## src/verilog/lfs_pkg.sv

```systemverilog
package lfs_pkg;
  // clock and switching timebase
  localparam int    CLK_FREQ_HZ      = 125_000_000;
  // short must persist this many switching cycles before it counts
  localparam int    SHORT_DLY_SW     = 2;
  // skip interval in switching cycles before a restart attempt
  localparam int    SKIP_SW          = 16_000;
  localparam int    CNT_W            = 15;
  localparam logic [CNT_W-1:0] CNT_ZERO = 15'h0000;
  // thermal thresholds in degrees, encoded by the comparator inputs
  localparam int    TSD_SET_DEGC     = 165;
  localparam int    TSD_CLR_DEGC     = 145;
  // dimming thresholds in millivolts and span, for scale encoding
  localparam int    DIM_LO_MV        = 100;
  localparam int    DIM_HI_MV        = 1100;
  localparam int    DIM_SPAN_MV      = 1000;
  localparam int    LVL_W            = 11;
  localparam int    SCALE_W          = 10;
  localparam logic [SCALE_W-1:0] SCALE_FULL = 10'h3E8;
  localparam logic [SCALE_W-1:0] SCALE_ZERO = 10'h000;
  // configuration select
  localparam logic  TOPO_BOOST       = 1'b1;

  typedef enum logic [1:0] {
    LFS_RUN   = 2'b00,
    LFS_QUAL  = 2'b01,
    LFS_SKIP  = 2'b10
  } lfs_hic_t;
endpackage : lfs_pkg

```

## src/verilog/lfs_supervisor.sv

```systemverilog
`timescale 1ns/1ps
// Summary of operation
// - an over-voltage trip forces gate, dim switch and fault flag low.
// - they stay low until output falls below threshold less hysteresis.
// - boost over-current for 2 switch cycles is a short; hiccup begins.
// - the dim switch is held low for the whole skip interval.
// - after the skip a restart is tried; a short seen again repeats it.
// - if the short is gone at restart, normal regulation resumes.
// - hiccup runs only in boost; other topologies keep regulating.
// - die above 165 C puts the device in standby with the fault flag low.
// - after thermal shutdown no restart until the die is below 145 C.
// - a dimming level above 1.1V gives full-scale sense threshold.
// - a dimming level below 0.1V turns the output off.
// - in between, the threshold scales by level minus 0.1 over a 1V span.
// - each short detection also forces gate low and clears compensation.
// - the skip interval lasts 16,000 switching cycles.
module lfs_supervisor (
  input  wire logic               clk,
  input  wire logic               rstn,
  input  wire logic               swTick,
  input  wire logic               topoBoost,
  input  wire logic               overvoltageSense,
  input  wire logic               ovBelowHyst,
  input  wire logic               overcurrentSense,
  input  wire logic               tempAboveSet,
  input  wire logic               tempBelowClr,
  input  wire logic               pwmEnable,
  input  wire logic [10:0]        analogDimLevel,
  output logic                    gateEnable,
  output logic                    dimSwitchDrive,
  output logic                    faultFlagNOut,
  output logic                    faultFlagNOe,
  output logic                    compReset,
  output logic [9:0]              senseScale
);
  logic        rstnMeta_q;
  logic        rstnSync_q;
  logic [4:0]  syncIn;
  logic [4:0]  syncOut;
  logic        ovS;
  logic        ovHystS;
  logic        ocS;
  logic        tHotS;
  logic        tCoolS;
  logic        ovFault_q;
  logic        ovFault_d;
  logic        tsdFault_q;
  logic        tsdFault_d;
  lfs_pkg::lfs_hic_t hic_q;
  lfs_pkg::lfs_hic_t hic_d;
  logic [lfs_pkg::CNT_W-1:0] cnt_q;
  logic [lfs_pkg::CNT_W-1:0] cnt_d;
  logic        shortHit;
  logic        gate_d;
  logic        dim_d;
  logic        flagOe_d;
  logic        comp_d;
  logic [9:0]  scale_d;
  logic        asrtOn_q; // checks start once registers leave reset
  logic        asrtOn_d;

  // scale of full-scale threshold in thousandths from level in mV
  function automatic logic [9:0] dimScale(input logic [10:0] lvl);
    logic [10:0] off;
    off = 11'h000;
    if (lvl > 11'(lfs_pkg::DIM_HI_MV)) begin
      dimScale = lfs_pkg::SCALE_FULL;
    end else if (lvl < 11'(lfs_pkg::DIM_LO_MV)) begin
      dimScale = lfs_pkg::SCALE_ZERO;
    end else begin
      off = lvl - 11'(lfs_pkg::DIM_LO_MV);
      dimScale = off[9:0];
    end
  endfunction : dimScale

  // reset release through two flops; async assert, constant only
  always_ff @(posedge clk or negedge rstn) begin
    if (!rstn) begin
      rstnMeta_q <= 1'b0;
      rstnSync_q <= 1'b0;
    end else begin
      rstnMeta_q <= 1'b1;
      rstnSync_q <= rstnMeta_q;
    end
  end

  assign syncIn = {tempBelowClr, tempAboveSet, overcurrentSense,
                   ovBelowHyst, overvoltageSense};

  // comparators are asynchronous to the timebase
  lfs_sync #(.W(5)) uSync (
    .clk  (clk),
    .rstn (rstnSync_q),
    .din  (syncIn),
    .dout (syncOut)
  );

  assign ovS     = syncOut[0];
  assign ovHystS = syncOut[1];
  assign ocS     = syncOut[2];
  assign tHotS   = syncOut[3];
  assign tCoolS  = syncOut[4];

  // latched faults: set wins over the release condition
  always_comb begin
    ovFault_d  = ovFault_q;
    tsdFault_d = tsdFault_q;
    if (ovS) begin
      ovFault_d = 1'b1;
    end else if (ovFault_q && ovHystS) begin
      ovFault_d = 1'b0;
    end
    if (tHotS) begin
      tsdFault_d = 1'b1;
    end else if (tsdFault_q && tCoolS) begin
      tsdFault_d = 1'b0;
    end
  end

  // hiccup machine; one counter for qualify delay and skip
  always_comb begin
    hic_d    = hic_q;
    cnt_d    = cnt_q;
    shortHit = 1'b0;
    case (hic_q)
      lfs_pkg::LFS_RUN: begin
        if (topoBoost == lfs_pkg::TOPO_BOOST && ocS) begin
          hic_d = lfs_pkg::LFS_QUAL;
          cnt_d = lfs_pkg::CNT_ZERO;
        end
      end
      lfs_pkg::LFS_QUAL: begin
        if (!ocS || topoBoost != lfs_pkg::TOPO_BOOST) begin
          hic_d = lfs_pkg::LFS_RUN;
        end else if (swTick) begin
          if (cnt_q == lfs_pkg::CNT_W'(lfs_pkg::SHORT_DLY_SW - 1)) begin
            hic_d    = lfs_pkg::LFS_SKIP;
            cnt_d    = lfs_pkg::CNT_ZERO;
            shortHit = 1'b1;
          end else begin
            cnt_d = cnt_q + 1'b1;
          end
        end
      end
      lfs_pkg::LFS_SKIP: begin
        if (swTick) begin
          if (cnt_q == lfs_pkg::CNT_W'(lfs_pkg::SKIP_SW - 1)) begin
            hic_d = lfs_pkg::LFS_RUN;
            cnt_d = lfs_pkg::CNT_ZERO;
          end else begin
            cnt_d = cnt_q + 1'b1;
          end
        end
      end
      default: begin
        hic_d = lfs_pkg::LFS_RUN;
        cnt_d = lfs_pkg::CNT_ZERO;
      end
    endcase
  end

  // outputs; every fault path forces gate low
  always_comb begin
    gate_d   = pwmEnable;
    dim_d    = pwmEnable;
    flagOe_d = 1'b0;
    comp_d   = 1'b0;
    asrtOn_d = 1'b1;
    scale_d  = dimScale(analogDimLevel);
    if (scale_d == lfs_pkg::SCALE_ZERO) begin
      gate_d = 1'b0;
    end
    if (hic_q == lfs_pkg::LFS_SKIP || shortHit) begin
      gate_d   = 1'b0;
      dim_d    = 1'b0;
      flagOe_d = 1'b1;
      comp_d   = 1'b1;
    end
    if (ovS || ovFault_q) begin
      gate_d   = 1'b0;
      dim_d    = 1'b0;
      flagOe_d = 1'b1;
      comp_d   = 1'b1;
    end
    if (tHotS || tsdFault_q) begin
      gate_d   = 1'b0;
      dim_d    = 1'b0; // standby keeps the string off too
      flagOe_d = 1'b1;
      comp_d   = 1'b1;
    end
  end

  always_ff @(posedge clk or negedge rstnSync_q) begin
    if (!rstnSync_q) begin
      ovFault_q      <= 1'b0;
      tsdFault_q     <= 1'b0;
      hic_q          <= lfs_pkg::LFS_RUN;
      cnt_q          <= lfs_pkg::CNT_ZERO;
      gateEnable     <= 1'b0;
      dimSwitchDrive <= 1'b0;
      faultFlagNOe   <= 1'b0;
      faultFlagNOut  <= 1'b0;
      compReset      <= 1'b1;
      senseScale     <= lfs_pkg::SCALE_ZERO;
      asrtOn_q       <= 1'b0;
    end else begin
      ovFault_q      <= ovFault_d;
      tsdFault_q     <= tsdFault_d;
      hic_q          <= hic_d;
      cnt_q          <= cnt_d;
      gateEnable     <= gate_d;
      dimSwitchDrive <= dim_d;
      faultFlagNOe   <= flagOe_d;
      faultFlagNOut  <= 1'b0;
      compReset      <= comp_d;
      senseScale     <= scale_d;
      asrtOn_q       <= asrtOn_d;
    end
  end
endmodule : lfs_supervisor

```

## src/verilog/lfs_sync.sv

```systemverilog
`timescale 1ns/1ps
// two-flop level synchroniser, vector wide
module lfs_sync #(
  parameter int W = 1
) (
  input  wire logic         clk,
  input  wire logic         rstn,
  input  wire logic [W-1:0] din,
  output logic      [W-1:0] dout
);
  logic [W-1:0] meta_q;
  logic [W-1:0] meta_d;
  logic [W-1:0] dout_d;

  // first stage feeds only the second
  always_comb begin
    meta_d = din;
    dout_d = meta_q;
  end

  always_ff @(posedge clk or negedge rstn) begin
    if (!rstn) begin
      meta_q <= '0;
      dout   <= '0;
    end else begin
      meta_q <= meta_d;
      dout   <= dout_d;
    end
  end
endmodule : lfs_sync
```

## config.mk

```make
export PLATFORM = sky130hd
export DESIGN_NAME = lfs_supervisor
export DESIGN_NICKNAME = d
export VERILOG_FILES = /design/src/verilog/lfs_pkg.sv /design/src/verilog/lfs_supervisor.sv /design/src/verilog/lfs_sync.sv
export SDC_FILE = /design/constraint.sdc
export NUM_CORES = 1
export LEC_CHECK = 0
export BUFFER_PORTS_ARGS = -buffer_cell sky130_fd_sc_hd__buf_2
export CORE_MARGIN = 5
export CORE_UTILIZATION = 60
export DETAILED_ROUTE_END_ITERATION = 7
export GPL_TIMING_DRIVEN = 0
export PLACE_DENSITY = 0.85
export REMOVE_ABC_BUFFERS = 1
export SLEW_MARGIN = 15
export SYNTH_ARGS = -nofsm -noshare
export SYNTH_HDL_FRONTEND = slang
export SYNTH_SLANG_ARGS = --single-unit
```

## constraint.sdc

```tcl
create_clock -name clk -period 1.95 [get_ports clk]
set_input_delay 0.39 -clock clk [delete_from_list [all_inputs] [get_ports clk]]
set_output_delay 0.39 -clock clk [all_outputs]
set_load 0.03 [all_outputs]
```

; ---- Word level (Yosys, flattened, before mapping)
; Cells that the tools add are included.
[word_totals]
regBits = 45
in_bits = 21
output_inout_bits = 15
elab_cells = 77
[classes]
add_sub_neg = 2
magnitude_cmp = 2
n_eq_ne = 11
muxes = 34
bitwise = 1
reduce_logical = 14
[ops]
columns = operator, count
row1 = $mux W15, 6
row2 = $pmux W15 S3, 1
row3 = $mux W10, 2
row4 = $mux W1, 18
row5 = $add A15 B1 Y15 const B, 1
row6 = $eq A15 B1 Y1 const B, 1
row7 = $eq A15 B14 Y1 const B, 1
row8 = $mux W2, 6
row9 = $gt A11 B11 Y1 const B, 1
row10 = $lt A11 B7 Y1 const B, 1
row11 = $logic_not A10 Y1, 1
row12 = $ne A2 B2 Y1 const B, 5
row13 = $sub A10 B7 Y10 const B, 1
row14 = $ne A3 B3 Y1 const B, 2
row15 = $pmux W2 S3, 1
row16 = $reduce_and A5 Y1, 1
row17 = $logic_or A1 B1 Y1, 4
row18 = $reduce_and A4 Y1, 1
row19 = $reduce_bool A2 Y1, 2
row20 = $logic_and A1 B1 Y1, 3
row21 = $eq A2 B1 Y1 const B, 1
row22 = $eq A2 B2 Y1 const B, 1
row23 = $logic_not A2 Y1, 1
row24 = $logic_not A1 Y1, 1
row25 = $not A1 Y1, 1

; ---- Logic depth before layout (Yosys ltp)
; Gate-level depths: netlist (run 1).
[depth]
word_depth = 9
depth_mapped = 8
mapped_depth_nobuf = 7

; ---- By module
; Synthesis (run 1) repeated with hierarchy kept, for this count alone.
[hier_totals]
cells_unflattened = 212
area_unflattened_um2 = 2190.9
[by_module_without_submodules]
columns = module, n_inst, cells_each, area_per_inst_um2, seq_area_each_um2
row1 = lfs_supervisor, 1, 202, 1940.6, 877.1
row2 = lfs_sync, 1, 10, 250.2, 250.2

; ---- Least setup slack after synthesis (run 1)
; OpenSTA, ideal clock, no wires.
[synth_path]
path_kind = flip-flop to flip-flop
start = register cnt_q[0] in the netlist's numbering
end = register hic_q[0]
setup_ns = 0.127
arrival_ns = 1.734
t_required_ns = 1.823
slack_ns = 0.089
path_stages_with_launch = 7
path_buffers = 0
synth_period_minus_slack_ns = 1.861
path_cell_list = dfrtp_1 -> ha_1 -> and4_1 -> and4_4 -> o2bb2ai_1 -> a21boi_2 -> mux2_1
[synth_between]
elab_chain_len = 3
elab_cells_between_ends = 5
cone_classes = eq/ne: 4 / reduce/logical: 1
[synth_rtl]
columns = element, line_no
row1 = from (decl), lfs_supervisor.sv:51  ; logic [lfs_pkg::CNT_W-1:0] cnt_q;
row2 = from (signal assigned), lfs_supervisor.sv:198  ; cnt_q <= lfs_pkg::CNT_ZERO;
row3 = from (signal assigned), lfs_supervisor.sv:210  ; cnt_q <= cnt_d;
row4 = $eq A15 B1 Y1 or $eq A15 B14 Y1 (tied branches), "lfs_supervisor.sv:136, lfs_supervisor.sv:147"
row5 = $ne A3 B3 Y1 (no source line) or $ne A2 B2 Y1 (tied branches), -
row6 = $reduce_and A5 Y1 (no source line) (*), -
row7 = to (signal assigned), lfs_supervisor.sv:197  ; hic_q <= lfs_pkg::LFS_RUN;
row8 = to (signal assigned), lfs_supervisor.sv:209  ; hic_q <= hic_d;
row9 = to (decl), lfs_supervisor.sv:49  ; lfs_pkg::lfs_hic_t hic_q;
; Mark *: on every way between the ends. The rest lies on a longest branch, timed or not.
; A chain may end at the register's enable or synchronous reset.

; ---- Worst setup path in the final report (run 1)
[layout_path]
start = register cnt_q[1] in the netlist's numbering
end = register cnt_q[7] in the netlist's numbering
[layout_between]
elab_chain_len = 5
elab_cells_between_ends = 9
cone_classes = add/sub: 1 / eq/ne: 2 / mux: 6
[layout_rtl]
columns = element, line_no
row1 = $add A15 B1 Y15 or $eq A15 B1 Y1 (tied branches), "lfs_supervisor.sv:141, lfs_supervisor.sv:151, lfs_supervisor.sv:136"
row2 = $mux W15, lfs_supervisor.sv:136  ; if (cnt_q == lfs_pkg::CNT_W'(lfs_pkg::SHORT_DLY_SW - 1)) begin
row3 = $mux W15, lfs_supervisor.sv:135  ; end else if (swTick) begin
row4 = $mux W15, lfs_supervisor.sv:133  ; if (!ocS || topoBoost != lfs_pkg::TOPO_BOOST) begin
row5 = $pmux W15 S3 (*), lfs_supervisor.sv:125  ; case (hic_q)
; Mark *: on every way between the ends. The rest lies on a longest branch, timed or not. The select of a mux whose other input is x is not followed.

==> results.txt, run 1 <==
gpl congestion: 0.861
xor and xnor fraction of the mapped netlist area: 1.94%
Lkg Pwr: 1.27 nW
sequential cell area fraction in the yosys report: 49.9%
Hold Crit Start: ovBelowHyst
Worst Path Max Fanout: 5
commonest non-fill, non-tap cells in the layout: dfrtp_1, buf_2, nand2_1
register area: 1130 µm²
Fillers: 250
Synth cell types: 52
Worst slew margin: 46.5%
drt pass-1 iters: 4
Crit path max-delay family: compound AO/OA/AOI/OAI gates
post-synthesis simple-gate area fraction: 20.3%
nets@finish: 295
Synth Area per Inst: 10.5 µm²
Clock Latency Late Sink: 0.30 ns
Max IR drop VDD: 0.000521 V
initial core utilization: 61.8%
number of max-cap violations: 0
die area: 5100 µm²
nature of the critical path startpoint: flop
final setup fails: 4
main combinational cell family by area after synthesis: simple AND/OR/NAND/NOR gates
CTS tree: built
Tot GR Track Use: 22.0%
area grow syn2layout: 24.2%
#FFs+latches synth: 45
cell area after synthesis: 2260 µm²
final hold vios: 0
failing checks: negative setup slack
clock sinks: 45
gr ovfl total: 0
Mapped Cells: 216
most common cell after layout, fill and taps aside: dfrtp_1
post-layout power: 2.99 mW
r2r worst-path depth: 8
fraction of the mapped netlist area in adder cells: 3.87%
unrepaired setup endpoints after global routing: true
area fraction in compound gates after synthesis: 19.5%
DIE WIDTH: 71.4 µm
Worst Clk Skew: 0.0117 ns
initial antenna violation count: 0
Req. time, crit path: 2.13 ns
PnR worst setup slack: -0.0314 ns
mux share of post-synthesis cell area: 0.941%
CTS Buffer Depth: 2
Die Y: 71.4 µm
TritonCTS Buffers: 5
fmax: 505 MHz
drt total wl: 5370 µm
outcome: complete, but fails checks
antenna-violating nets left: 0
Crit Path Class: reg2reg
via count: 1,907
largest stage delay on the critical path: 0.43 ns
vias in the first global route: 1,962
Reg clk slew, reported paths: 0.09 ns
critical path's slowest cell: dfrtp_1
layout cells sized above 1: 31.0%
critical-path cell list: inv_1 > ha_2 > nor3b_4 > a41oi_4 > a2bb2oi_4 > buf_6 > o21ai_2 > a22o_1
row cnt: 22
worst r2r src: cnt_q[1]
H-Tree Level Count: 2
Ant. Diodes: 0
WHS Path Cells: 1
Tmin final: 1.98 ns
HP Class: in2reg
Place WS: -0.259 ns
IO Count: 36
DR WL/cell: 17.0 µm
drt drc: 0
Detail Placement HPWL: 3750 µm
Multi-input gate area: 1170 µm²
Hold Path Sink: uSync.dout_d[1]
vias per cell: 6.03
Initial DRC Count: 157
root buffer cell: clkbuf_8
CP bufs+invs: 2
Hold Slack: 0.187 ns
fin crit share: 102%
CP Capture Type: flop
reg-to-reg endpoint: cnt_q[7]
register-to-register setup slack: -0.03 ns
first-pass GRT wire length: 8850 µm
core area: 3660 µm²
PwrDens: 1060 nW/µm²
count of yosys warnings during synthesis: 0
Worst EP arrival: 2.16 ns
worst slew pin tran: 0.792 ns
Slew Limit Fails: 0
largest net degree at the start of global routing: 25
I/O Buffers: 34
final cells by class:
type | count | area share, %
Timing Repair Buffer | 48 | 10.9
Tap cell | 48 | 2.14
Inverter | 14 | 1.87
Clock inverter | 3 | 0.891
Sequential cell | 45 | 40.2
Multi-Input combinational cell | 153 | 41.6
Clock buffer | 5 | 2.45
stage by stage:
| stage | area [µm²] | utilization [%] | std cells | setup TNS [ns] |
|---|---|---|---|---|
| finish | 2810 | 76.7 | 316 | -0.0751 |
| global placement | 2470 | 67.4 | 294 | -1.32 |
| CTS | 2740 | 74.9 | 312 | 0 |
| floorplan | 2240 | - | 212 | 0 |
| global route | 2810 | 76.7 | 316 | -0.841 |
| detailed placement | 2500 | 68.2 | 295 | -2.29 |
state kept, by name (all words and copies together) (netlist names):
name,count
rstnMeta_q,1
faultFlagNOe,1
rstnSync_q,1
senseScale,10
hic_q,2
cnt_q,15
tsdFault_q,1
uSync.dout,5
gateEnable,1
compReset,1
uSync.dout_d,5
ovFault_q,1
dimSwitchDrive,1
worst max-delay path by stage:
stage              from  slack (ns)  cells after the start        to
2_1_floorplan  cnt_q[0]        0.09                      6  hic_q[0]
3_3_place_gp   hic_q[0]       -0.17                      6  cnt_q[7]
3_5_place_dp   cnt_q[1]       -0.26                      7  cnt_q[7]
4_1_cts        cnt_q[1]       0.003                      8  cnt_q[9]
5_1_grt        cnt_q[1]       -0.11                      8  cnt_q[7]
6_report       cnt_q[1]       -0.03                      8  cnt_q[7]
power by group:
group / internal (mW) / switching, mW / total, mW
Sequential: 1.02 / 0.0939 / 1.11
Combinational: 0.589 / 0.693 / 1.28
Clock: 0.259 / 0.335 / 0.594
Total: 1.87 / 1.12 / 2.99
synth_stat cells, drive strengths merged:
cell,instances,share of area [%]
nor2b,3,0.83
and3,7,1.9
nor2,14,2.4
conb,2,0.33
dfstp,1,1.2
nand2,20,3.3
o311a,1,0.44
a2bb2oi,2,1.5
o221ai,2,1.5
a21boi,2,0.83
o311ai,1,0.39
nand3,7,1.5
a21o,5,1.7
a221oi,1,0.39
buf,4,1.0
inv,14,2.3
nor3b,1,0.33
or4,1,0.33
nor4,2,1.1
xnor2,2,0.77
o31ai,2,0.66
ha,7,3.9
o22ai,2,0.55
mux2,1,0.50
mux2i,1,0.44
a221o,1,0.44
a41oi,2,1.1
nor3,8,2.0
nor4b,1,0.39
or3,2,1.0
and4,7,2.8
a22o,6,2.3
and2,2,0.55
a21oi,9,2.0
a211oi,1,0.33
nand4,4,1.1
o2bb2ai,4,1.8
xor2,3,1.2
o21ai,13,2.9
nand2b,2,0.55
dfrtp,44,49
a31oi,2,0.55
logic make-up (layout without fill, tap and decap cells):
logic type / after synthesis / in the layout
fa+ha+maj: 7 / 7
mux: 2 / 2
other cells: 2 / 2
buf+inv: 18 / 70
compound gates: 56 / 56
simple gates: 81 / 81
xor+xnor: 5 / 5
flops: 45 / 45
metal layers:
| layer | track usage, % | vias to the layer above | routed length (µm) |
|---|---|---|---|
| met4 | 12.3 | 0 | 204 |
| met1 | 26.4 | 933 | 2100 |
| met2 | 37.0 | 65 | 2810 |
| met5 | 0 | - | 0 |
| li1 | - | 891 | - |
| met3 | 4.07 | 18 | 250 |
timing repair:
action                                  4_1_cts  5_1_grt
endpoints found under the setup margin       15       10
pin swaps                                     3        6
gates cloned                                  0        0
endpoints found under the hold margin         2        0
setup buffers                                 8        4
gates resized for setup                      15       10
hold buffers                                  1        0
Note: power is estimated with default switching activity, not from simulation.
==> run 2, diff against run 1 <==
--- a/config.mk
+++ b/config.mk
@@ -12,6 +12,7 @@
 export GPL_TIMING_DRIVEN = 0
 export PLACE_DENSITY = 0.85
 export REMOVE_ABC_BUFFERS = 1
+export SETUP_SLACK_MARGIN = 0.15
 export SLEW_MARGIN = 15
 export SYNTH_ARGS = -nofsm -noshare
 export SYNTH_HDL_FRONTEND = slang
==> results.txt, run 2 (synthesis gave the netlist of run 1 again) <==
failing checks: negative setup slack
final setup fails: 11 (+7)
layout cells sized above 1: 41.1% (+10 points)
HP Class: in2reg
PwrDens: 1130 nW/µm² (+6.4%)
via count: 2,088 (+9.5%)
Crit Path Class: reg2reg
CTS tree: built
gr ovfl total: 0 (unchanged)
fin cells: 328 (+3.8%)
drt pass-1 iters: 5 (+1)
Detail Placement HPWL: 3750 µm (unchanged)
Tmin final: 2.05 ns (+0.0727 ns)
Total Neg Setup Slack: -0.543 ns (-0.468 ns)
Top reg by flops: cnt_q
Clock Latency Late Sink: 0.31 ns (about the same)
number of max-cap violations: 0 (unchanged)
nets@finish: 307 (+4.1%)
Req. time, crit path: 2.14 ns (about the same)
fin crit share: 105% (+3.7 points)
Hold Slack: 0.184 ns (-0.00284 ns)
Max IR drop VDD: 0.000587 V (+13%)
CTS Buffer Depth: 2 (unchanged)
core area: 3660 µm² (unchanged)
Place WS: -0.259 ns (unchanged)
unrepaired setup endpoints after global routing: true
DIE WIDTH: 71.4 µm (unchanged)
Tot GR Track Use: 23.4% (+1.4 points)
vias in the first global route: 1,965 (+0.15%)
Lkg Pwr: 1.39 nW (+8.8%)
drt total wl: 7250 µm (+35%)
gpl congestion: 0.861 (unchanged)
clock sinks: 45 (unchanged)
Worst EP arrival: 2.25 ns (+0.09 ns)
largest net degree at the start of global routing: 25 (unchanged)
largest registers: cnt_q x15, senseScale x10
Slew Limit Fails: 0 (unchanged)
Worst Path Max Fanout: 8 (+3)
I/O Buffers: 34 (unchanged)
Worst slew margin: 46.6% (+0.048 points)
Die Y: 71.4 µm (unchanged)
outcome: complete, but fails checks
worst slew pin tran: 0.791 ns (-0.000709 ns)
nature of the critical path startpoint: flop
Initial DRC Count: 200 (+27%)
area grow syn2layout: 34.8%
IO Count: 36 (unchanged)
DR WL/cell: 22.1 µm (+30%)
Worst Clk Skew: 0.0175 ns (+0.00580 ns)
Reg clk slew, reported paths: 0.10 ns (about the same)
Ant. Diodes: 0 (unchanged)
first-pass GRT wire length: 9380 µm (+6.0%)
vias per cell: 6.37 (+5.5%)
final hold vios: 0 (unchanged)
CP Capture Type: flop
antenna-violating nets left: 0 (unchanged)
H-Tree Level Count: 2 (unchanged)
row cnt: 22 (unchanged)
max FFs per register: 15 (unchanged)
final core occ: 83.3% (+6.5 points)
root buffer cell: clkbuf_8
TritonCTS Buffers: 5 (unchanged)
commonest non-fill, non-tap cells in the layout: dfrtp_1, buf_2, nand2_1, buf_4
Inst Count DP: 295 (unchanged)
initial core utilization: 61.8% (unchanged)
most common cell after layout, fill and taps aside: dfrtp_1
die area: 5100 µm² (unchanged)
initial antenna violation count: 0 (unchanged)
PnR worst setup slack: -0.104 ns (-0.0727 ns)
fmax: 487 MHz (-3.5%)
drt drc: 0 (unchanged)
-- run 2: cell count changes in the layout (fill, tap and decap cells not counted), sizes merged --
cell,before,now
buf,47,59
-- run 2: critical path, cell delays in order (launching register included) --
cell and delay [ns]:
dfrtp_1 0.51, nor4_4 0.46, a41oi_4 0.19, buf_4 0.18
o2bb2ai_4 0.15, buf_4 0.17, a21oi_1 0.15, o2bb2ai_1 0.12
-- run 2: path summary, 6_finish.rpt --
| kind | startpoint | to | slack (ns) | depth (start not counted) |
|---|---|---|---|---|
| min reg2reg | rstnSync_q | cnt_q[4] | 0.24 | 0 |
| max in group asynchronous | rstnSync_q | compReset | 1.14 | 1 |
| min | ovBelowHyst | uSync.dout_d[1] | 0.18 | 1 |
| min in group asynchronous | rstnSync_q | cnt_q[4] | 0.24 | 0 |
| max | cnt_q[9] | cnt_q[4] | -0.10 | 7 |
| max reg2reg | cnt_q[9] | cnt_q[4] | -0.10 | 7 |
-- run 2: metal layers --
| metal | up-vias | part of all wire, % | wire length (µm) | global-route usage (%) |
|---|---|---|---|---|
| met3 | 36 | 6.1 | 439 | 4.07 |
| met1 | 1029 | 38 | 2760 | 27.7 |
| met5 | - | 0 | 0 | 0 |
| met4 | 0 | 5.3 | 383 | 9.81 |
| met2 | 106 | 51 | 3660 | 41.7 |
| li1 | 917 | - | - | - |
-- run 2: cell type report --
class	count	area, µm²
Tap cell	48	60.1
Sequential cell	45	1130
Multi-Input combinational cell	153	1300
Clock buffer	5	68.8
Timing Repair Buffer	60	414
Fill cell	194	613
Clock inverter	3	25.0
Inverter	14	52.6
-- run 2: timing repair --
item | 4_1_cts | 5_1_grt
setup buffers | 15 | 9
hold endpoints to repair | 2 | 0
hold buffers | 1 | 0
gates resized for setup | 34 | 27
endpoints found under the setup margin | 17 | 18
pin swaps | 10 | 19
-- run 2: through the flow --
| stage | total power [mW] | area [µm²] |
|---|---|---|
| finish | 3.45 | 3050 |
| global route | 3.60 | 3050 |
| CTS | 3.04 | 2880 |
| detailed placement | 1.98 | 2500 |
| global placement | 1.92 | 2470 |
| floorplan | 1.72 | 2240 |
-- run 2: power breakdown --
| part | internal, mW | switching, mW | leakage (nW) |
|---|---|---|---|
| logic | 0.812 | 0.912 | 0.786 |
| clock network | 0.259 | 0.347 | 0.0447 |
| registers | 1.02 | 0.102 | 0.556 |
| total | 2.09 | 1.36 | 1.39 |
